==> src/srd_pkg.sv <==
package srd_pkg;

  // ***********************************************************
  // Frame layout
  // ***********************************************************
  localparam int unsigned FRAME_W     = 16;
  localparam int unsigned WORD_W      = 12;
  localparam logic [1:0]  SEL_WORD0   = 2'h2;
  localparam logic [1:0]  SEL_WORD1   = 2'h3;

  // ***********************************************************
  // Scratch word zero layout
  // ***********************************************************
  localparam int unsigned IDENT_FLAG_POS = 11;
  localparam int unsigned VERSION_LSB    = 7;
  localparam int unsigned VERSION_W      = 4;
  localparam int unsigned PART_W         = 7;
  // Arbitrary neutral identity values
  localparam logic [3:0]  VERSION_DEF    = 4'h1;
  localparam logic [6:0]  PART_DEF       = 7'h2A;
  localparam logic [11:0] WORD1_RST      = 12'h000;

  // ***********************************************************
  // Status reset values
  // ***********************************************************
  localparam logic [3:0] CAUSE_POWER_ON   = 4'h0;
  localparam logic [3:0] CAUSE_BANNED_SU  = 4'hC;
  localparam logic [3:0] CAUSE_RS_A       = 4'h0;
  localparam logic [3:0] CAUSE_RS_B       = 4'h2;
  localparam logic [3:0] CAUSE_RS_C       = 4'hC;
  localparam logic [3:0] CAUSE_RS_D       = 4'hE;
  localparam logic [1:0] LINE_FAIL_PO     = 2'h0;
  localparam logic       SEC_SUPPLY_PO    = 1'b1;
  localparam logic       MAIN_SUPPLY_PO   = 1'b0;
  localparam int unsigned IRQ_EN_W        = 8;

  // Serial frame as decoded by the select and write logic
  typedef struct packed {
    logic [1:0]        register_select_field;
    logic              readback_choice_bit;
    logic              no_write_flag;
    logic [WORD_W-1:0] data;
  } srd_frame_t;

  // System status fields
  typedef struct packed {
    logic [3:0] reset_cause_code;
    logic       line_wake_flag;
    logic       edge_wake_flag;
    logic       wake_pin_level;
    logic       thermal_warning_flag;
    logic       debug_mode_flag;
    logic       enable_pin_status;
    logic       first_power_flag;
  } srd_status_t;

  // System diagnosis fields
  typedef struct packed {
    logic [1:0] line_failure_code;
    logic       secondary_supply_ok;
    logic       main_supply_ok;
  } srd_diag_t;

endpackage

==> src/srd_word.sv <==
`timescale 1ns/1ps
// One scratch word with power-on load and host write
module srd_word
#(
  parameter int unsigned W        = 12,
  parameter logic        HAS_FLAG = 1'b0,
  parameter int unsigned FLAG_POS = 11
)
(
  input  wire logic         mclk,
  input  wire logic         arst_n,
  input  wire logic         load_init,
  input  wire logic [W-1:0] init_value,
  input  wire logic [W-1:0] power_value,
  input  wire logic         wr_en,
  input  wire logic [W-1:0] wr_data,
  output logic      [W-1:0] word_r
);
  logic [W-1:0] word_nxt;

  // Power-on load wins over a write in the same cycle
  always_comb
  begin
    word_nxt = word_r;
    if (load_init)
    begin
      word_nxt = init_value;
    end
    else if (wr_en)
    begin
      word_nxt = wr_data;
      if (HAS_FLAG)
      begin
        word_nxt[FLAG_POS] = 1'b1;
      end
    end
  end

  always_ff @(posedge mclk or negedge arst_n)
  begin
    if (!arst_n)
    begin
      word_r <= '0;
    end
    else
    begin
      word_r <= word_nxt;
    end
  end

  // Not used; the word reads zero until the first clock after reset release
  logic unused_power;
  assign unused_power = |power_value;
endmodule

==> src/srd_regs.sv <==
`timescale 1ns/1ps
// ***********************************************************
// Scratch words and reset defaults
// ***********************************************************
// Notes on behaviour
// [RULE1] Two 12-bit scratch words keep host data for later read-back.
// [RULE2] Power-up loads word zero with identity, clears overwrite flag.
// [RULE3] Any write to word zero sets the overwrite flag regardless of data.
// [RULE4] Select 10 is word zero; choice bit picks its read-back or config.
// [RULE5] Select 11 is word one; choice bit picks its read-back or physical.
// [RULE6] No-write flag high only reads; low also writes data into the word.
// [RULE7] Word zero bit 11 is overwrite flag, bits 10 to 0 user content.
// [RULE8] Cause 0000 at power-on, never 1100 after start-up, four at restart.
// [RULE9] Line wake flag clears at power-on, set on line wake start-up.
// [RULE10] Edge wake flag clears at power-on, set on pin edge start-up.
// [RULE11] Entering power-on, start-up or restart forces defined field values.
// [RULE12] Identity code holds version in bits 10..7, part in 6..0.
// [RULE13] First power flag set only at power-on; enable status low on all.
// [RULE14] Enables clear at power-on; diagnosis takes fixed power-on values.
module srd_regs
  import srd_pkg::*;
#(
  parameter logic [VERSION_W-1:0] VERSION  = VERSION_DEF,
  parameter logic [PART_W-1:0]    PART     = PART_DEF,
  parameter int unsigned          IRQ_W    = IRQ_EN_W
)
(
  input  wire logic                  mclk,
  input  wire logic                  arst_n,
  input  wire logic                  frame_valid,
  input  wire srd_pkg::srd_frame_t   frame,
  input  wire logic [11:0]           sys_config_readback,
  input  wire logic [11:0]           phy_ctrl_readback,
  input  wire logic                  enter_power_on,
  input  wire logic                  enter_start_up,
  input  wire logic                  enter_restart,
  input  wire logic [3:0]            cause_in,
  input  wire logic                  wake_by_line,
  input  wire logic                  wake_by_edge,
  input  wire logic                  wake_pin_in,
  input  wire logic                  thermal_in,
  input  wire logic                  debug_mode_in,
  input  wire logic                  enable_pin_in,
  input  wire srd_pkg::srd_diag_t    diag_in,
  input  wire logic                  irq_en_wr,
  input  wire logic [IRQ_W-1:0]      irq_en_wdata,
  output logic                       reply_valid_r,
  output srd_pkg::srd_frame_t        reply_r,
  output logic [11:0]                word0_r,
  output logic [11:0]                word1_r,
  output srd_pkg::srd_status_t       status_r,
  output srd_pkg::srd_diag_t         diag_r,
  output logic [IRQ_W-1:0]           irq_en_r
);
  import srd_pkg::*;

  // ***********************************************************
  // Frame decode
  // ***********************************************************
  logic        hit0;
  logic        hit1;
  logic        wr0;
  logic        wr1;
  logic        power_up;
  logic [11:0] ident;
  logic        init_done_r;
  logic        init_done_nxt;

  // [RULE4] Select decode
  assign hit0 = frame_valid && (frame.register_select_field == SEL_WORD0);
  // [RULE5] Select decode
  assign hit1 = frame_valid && (frame.register_select_field == SEL_WORD1);
  // [RULE6] Write only when not read-only
  assign wr0  = hit0 && !frame.no_write_flag;
  assign wr1  = hit1 && !frame.no_write_flag;
  assign power_up = enter_power_on;

  // [RULE12] Identity layout
  assign ident = {1'b0, VERSION, PART};

  // ***********************************************************
  // Scratch words
  // ***********************************************************
  // [RULE2] Identity load, flag cleared
  // [RULE3] Flag forced on write
  // [RULE7] Flag at top bit
  srd_word #(
    .W        (WORD_W),
    .HAS_FLAG (1'b1),
    .FLAG_POS (IDENT_FLAG_POS)
  ) u_word0 (
    .mclk        (mclk),
    .arst_n      (arst_n),
    .load_init   (power_up || !init_done_r),
    .init_value  (ident),
    .power_value (ident),
    .wr_en       (wr0),
    .wr_data     (frame.data),
    .word_r      (word0_r)
  );

  // [RULE1] Plain scratch word
  srd_word #(
    .W        (WORD_W),
    .HAS_FLAG (1'b0),
    .FLAG_POS (IDENT_FLAG_POS)
  ) u_word1 (
    .mclk        (mclk),
    .arst_n      (arst_n),
    .load_init   (power_up || !init_done_r),
    .init_value  (WORD1_RST),
    .power_value (WORD1_RST),
    .wr_en       (wr1),
    .wr_data     (frame.data),
    .word_r      (word1_r)
  );

  // ***********************************************************
  // Reply path
  // ***********************************************************
  logic                reply_valid_nxt;
  srd_frame_t          reply_nxt;

  // Reply carries the old contents, so a write is seen on the next frame
  always_comb
  begin
    reply_valid_nxt = hit0 || hit1;
    reply_nxt       = reply_r;
    init_done_nxt   = 1'b1;
    if (hit0 || hit1)
    begin
      reply_nxt      = frame;
      // [RULE4] Word zero read choice
      if (hit0)
      begin
        reply_nxt.data = frame.readback_choice_bit ? word0_r
                                                   : sys_config_readback;
      end
      // [RULE5] Word one read choice
      else
      begin
        reply_nxt.data = frame.readback_choice_bit ? word1_r
                                                   : phy_ctrl_readback;
      end
    end
  end

  always_ff @(posedge mclk or negedge arst_n)
  begin
    if (!arst_n)
    begin
      reply_valid_r <= 1'b0;
      reply_r       <= '0;
      init_done_r   <= 1'b0;
    end
    else
    begin
      reply_valid_r <= reply_valid_nxt;
      reply_r       <= reply_nxt;
      init_done_r   <= init_done_nxt;
    end
  end

  // ***********************************************************
  // Status, diagnosis and interrupt enables
  // ***********************************************************
  srd_status_t    status_nxt;
  srd_diag_t      diag_nxt;
  logic [IRQ_W-1:0] irq_en_nxt;
  logic           live_r;
  logic           live_nxt;
  logic           po;

  // Asynchronous reset counts as a power-on entry on the first edge
  assign po = power_up || !init_done_r;

  // Forced values on mode entry, live tracking otherwise; thermal and diagnosis only once live_r is set
  always_comb
  begin
    status_nxt = status_r;
    diag_nxt   = diag_r;
    irq_en_nxt = irq_en_r;
    live_nxt   = live_r;
    status_nxt.wake_pin_level  = wake_pin_in;
    status_nxt.debug_mode_flag = debug_mode_in;
    status_nxt.enable_pin_status = enable_pin_in;
    if (live_r)
    begin
      status_nxt.thermal_warning_flag = thermal_in;
      diag_nxt = diag_in;
    end
    if (irq_en_wr)
    begin
      irq_en_nxt = irq_en_wdata;
    end
    // [RULE11] Forced entry values
    if (po)
    begin
      live_nxt = 1'b0;
      // [RULE8] Power-on cause
      status_nxt.reset_cause_code     = CAUSE_POWER_ON;
      // [RULE9] Line wake cleared
      status_nxt.line_wake_flag       = 1'b0;
      // [RULE10] Edge wake cleared
      status_nxt.edge_wake_flag       = 1'b0;
      status_nxt.thermal_warning_flag = 1'b0;
      // [RULE13] First power set, enable low
      status_nxt.enable_pin_status    = 1'b0;
      status_nxt.first_power_flag     = 1'b1;
      // [RULE14] Enables cleared, fixed diagnosis
      irq_en_nxt = '0;
      diag_nxt.line_failure_code   = LINE_FAIL_PO;
      diag_nxt.secondary_supply_ok = SEC_SUPPLY_PO;
      diag_nxt.main_supply_ok      = MAIN_SUPPLY_PO;
    end
    else if (enter_start_up)
    begin
      live_nxt = 1'b1;
      // [RULE8] Banned code keeps the old cause
      if (cause_in != CAUSE_BANNED_SU)
      begin
        status_nxt.reset_cause_code = cause_in;
      end
      // A banned cause left by a restart must not survive start-up
      else if (status_r.reset_cause_code == CAUSE_BANNED_SU)
      begin
        status_nxt.reset_cause_code = CAUSE_POWER_ON;
      end
      // [RULE9] Sticky line wake
      if (wake_by_line)
      begin
        status_nxt.line_wake_flag = 1'b1;
      end
      // [RULE10] Sticky edge wake
      if (wake_by_edge)
      begin
        status_nxt.edge_wake_flag = 1'b1;
      end
      // [RULE13] Enable low
      status_nxt.enable_pin_status = 1'b0;
    end
    else if (enter_restart)
    begin
      live_nxt = 1'b1;
      // [RULE8] Only four legal restart codes; others read as 0000
      if (cause_in == CAUSE_RS_B || cause_in == CAUSE_RS_C ||
          cause_in == CAUSE_RS_D)
      begin
        status_nxt.reset_cause_code = cause_in;
      end
      else
      begin
        status_nxt.reset_cause_code = CAUSE_RS_A;
      end
      // [RULE13] Enable low
      status_nxt.enable_pin_status = 1'b0;
    end
  end

  always_ff @(posedge mclk or negedge arst_n)
  begin
    if (!arst_n)
    begin
      status_r <= '{reset_cause_code: CAUSE_POWER_ON, first_power_flag: 1'b1,
                    default: 1'b0};
      diag_r   <= '{line_failure_code: LINE_FAIL_PO,
                    secondary_supply_ok: SEC_SUPPLY_PO,
                    main_supply_ok: MAIN_SUPPLY_PO};
      irq_en_r <= '0;
      live_r   <= 1'b0;
    end
    else
    begin
      status_r <= status_nxt;
      diag_r   <= diag_nxt;
      irq_en_r <= irq_en_nxt;
      live_r   <= live_nxt;
    end
  end
endmodule

==> config.mk <==
export PLATFORM = sky130hd
export DESIGN_NAME = srd_regs
export DESIGN_NICKNAME = d
export VERILOG_FILES = /design/src/srd_pkg.sv /design/src/srd_word.sv /design/src/srd_regs.sv
export SDC_FILE = /design/constraint.sdc
export NUM_CORES = 1
export LEC_CHECK = 0
export ABC_AREA = 1
export ABC_CLOCK_PERIOD_IN_PS = 2400
export BUFFER_PORTS_ARGS = -buffer_cell sky130_fd_sc_hd__buf_2
export CORE_MARGIN = 2
export CORE_UTILIZATION = 51
export DETAILED_ROUTE_END_ITERATION = 6
export MAX_ROUTING_LAYER = met4
export PLACE_DENSITY_LB_ADDON = 0.15
export SYNTH_ARGS = -nofsm -noshare
export SYNTH_HDL_FRONTEND = slang
export SYNTH_SLANG_ARGS = --single-unit
export TNS_END_PERCENT = 5
==> constraint.sdc <==
create_clock -name mclk -period 2.4 [get_ports mclk]
set_input_delay 0.24 -clock mclk [delete_from_list [all_inputs] [get_ports mclk]]
set_output_delay 0.24 -clock mclk [all_outputs]
set_load 0.05 [all_outputs]
==> key figures <==
Cells and area
  – Most common cell after layout, fill and taps aside: buf_2
  – Final instance area: 0.00385 mm2
  – Fraction of layout cells with a size suffix above 1: 0.344
  – Area grow syn2layout: 29.3%
  – N_diodes: 0
  – Nets: 535
  – Fill count: 463
  – Commonest non-fill, non-tap cells in the layout: buf_2, nand2_1, dfrtp_1
  – Final Core Density: 0.690
  – Register area: 0.00163 mm2
  – Area of the multi-input gates: 0.00113 mm2

Floorplan
  – Die extent in x: 80.4 um
  – # rows: 27
  – I/O Pins: 133
  – Core area: 0.00557 mm2
  – Die Area: 0.00646 mm2
  – Die Y: 80.4 um
  – Starting density of the core: 0.534

Timing
  – Setup TNS: 0 ns
  – RSZ-0062 raised after global routing: no
  – Final worst setup slack: 0.943 ns
  – Slew HR: 0.623
  – Final setup viols: 0
  – Final hold violation count: 0
  – Smallest hold slack: 0.111 ns
  – Min cycle time layout: 1.46 ns
  – Setup Skew: 0.0109 ns
  – Pins Over Slew Limit: 0
  – Worst-Margin Slew: 0.564 ns
  – F_max: 687 MHz
  – Final Cycle Share: 0.607

Global routing
  – Initial antenna violation count: 0
  – GRT Total Usage: 0.245
  – Global-route wire length before repair: 11,900 um
  – Grt ovf: 0
  – Vias in the first global route: 2,596
  – Largest net degree at the start of global routing: 66

Setup path
  – WP data arrival: 1.66 ns
  – Critical path buffer and inverter count: 1
  – Crit path depth: 5
  – Critical path type: flip-flop to flip-flop
  – Req. time, crit path: 2.60 ns
  – Worst-path cell chain: nand2_4 -> inv_2 -> nand3_1 -> nand2_2 -> o21ai_0
  – Maximum fanout along the worst path: 22
  – Worst setup EP type: flip-flop
  – Worst path max stage delay: 0.37 ns
  – CP top delay family: simple AND/OR/NAND/NOR gates
  – R2R cell count: 5
  – CP max-delay cell: dfrtp_1
  – CP Launch Type: flip-flop

Yosys
  – Post-synth EDFFs: 0
  – Sequential area share after synthesis: 0.547
  – Post-synth top area cell: dfrtp_1
  – Number of synthesized register bits: 65
  – Netlist cell types: 31
  – Area contributors post-synth: dfrtp_1, nand2_1, o21ai_0
  – Mapped Area: 0.00298 mm2
  – Fraction of registers with async set or reset after synthesis: 1.00
  – Yosys top cell area share: 0.538
  – Top FF cell, synth: dfrtp_1
  – Average size of a mapped cell: 8.93 um2
  – Syn. warnings: 0
  – Syn Inst Count: 333

Placed design
  – Cell Area, Placed: 0.00365 mm2
  – Routability congestion estimate: 0.805
  – Post-DP HPWL: 5390 um
  – Dpl ws: 0.864 ns
  – PortBufs: 131

Clock tree
  – Root buf cell: clkbuf_8
  – CTS tree: built
  – CTS buffer count: 9
  – Post-CTS sizing: 0
  – CTS max path bufs: 2
  – H-tree Lvls: 3
  – Post-CTS setup buffers: 0
  – Cts hold-fix bufs: 1
  – Worst-skew pair later-pin latency: 0.33 ns
  – CTS clk-pin slew, worst paths: 0.07 ns
  – Clock sinks: 65

Routing
  – DRT Pass-1 Iters: 4
  – Via Count: 2,666
  – Vias per Instance: 4.91
  – Drt first-iter violations: 167
  – Post-Route WL: 7230 um
  – Antenna-violating nets left: 0
  – DR WL/cell: 13.3 um
  – Remaining DRCs: 0

Hold path
  – WHS Path Cells: 3
  – Worst Hold Class: input port to flip-flop

Power and ir drop
  – Pleak: 2.18 nW
  – Maximum vdd drop: 444 uV
  – PwrDens: 669 mW/mm2

Run
  – Max-cap violation count: 0

Outcome
  – Status: complete, no violations
## worst paths after layout
path	endpoint	slack, ns	start
worst max-delay path	status_r[10]	0.94	init_done_r
worst min-delay path	u_word1.word_r[11]	0.11	frame[11]
worst max register to register	status_r[10]	0.94	init_done_r
worst min register to register	reply_r[15]	0.47	reply_r[15]
max in group asynchronous	diag_r[1]	1.63	arst_n
min in group asynchronous	reply_r[4]	0.45	arst_n
## power breakdown
part	total (mW)	internal (mW)	switching, mW
clock	0.815	0.435	0.380
combinational	0.558	0.148	0.411
sequential	1.20	1.16	0.0377
## cell families (layout without fill, tap and decap cells)
family,Yosys count,in the layout,synth area share
compound gates,72,72,0.139
flops,65,65,0.547
simple gates,138,138,0.204
buf+inv,47,184,0.0753
mux,10,10,0.0336
other cells,1,2,0.00126
## through the flow
stage          power, mW  instances
2_1_floorplan       1.60        334
3_3_place_gp        1.77        524
3_5_place_dp        1.78        524
4_1_cts             2.59        541
5_1_grt             2.70        543
6_report            2.57        543
## area by class of cell
cell class / count / share of cell area
clock buffers: 16 / 0.0442
multi-input cells: 222 / 0.293
inverters: 33 / 0.0328
well taps: 72 / 0.0234
flip-flops and latches: 65 / 0.423
repair buffers: 135 / 0.183
## sequential cells by signal (all words and copies together) (netlist names)
| name | cells |
|---|---|
| reply_valid_r | 1 |
| init_done_r | 1 |
| live_r | 1 |
| diag_r | 4 |
| u_word1.word_r | 12 |
| status_r | 10 |
| irq_en_r | 8 |
| u_word0.word_r | 12 |
| reply_r | 16 |
## worst register-to-register path, cell delays in order, from the launching register on
cell and delay (ns):
dfrtp_1 0.37, nand2_4 0.16, inv_2 0.35, nand3_1 0.20, nand2_2 0.16, o21ai_0 0.10
## per-layer routing
metal	vias to the layer above	global-route usage	routed length, um
met3	6	0.0596	539
met1	1234	0.321	3280
met5	-	-	0
met2	84	0.384	3350
met4	0	0.0678	60
li1	1342	-	-
## cell usage after synthesis (3+ instances only)
cell type,count
a21oi_1,14
inv_1,29
o21ai_1,6
o21ai_0,36
a22oi_1,4
clkbuf_1,3
mux2i_1,10
nand2_4,3
nand3_1,10
nand2_1,110
buf_6,3
buf_2,3
nor2_1,6
buf_4,5
dfrtp_1,64
inv_2,3
o211ai_1,6
nand3_2,3
(Power assumes the default switching activity.)
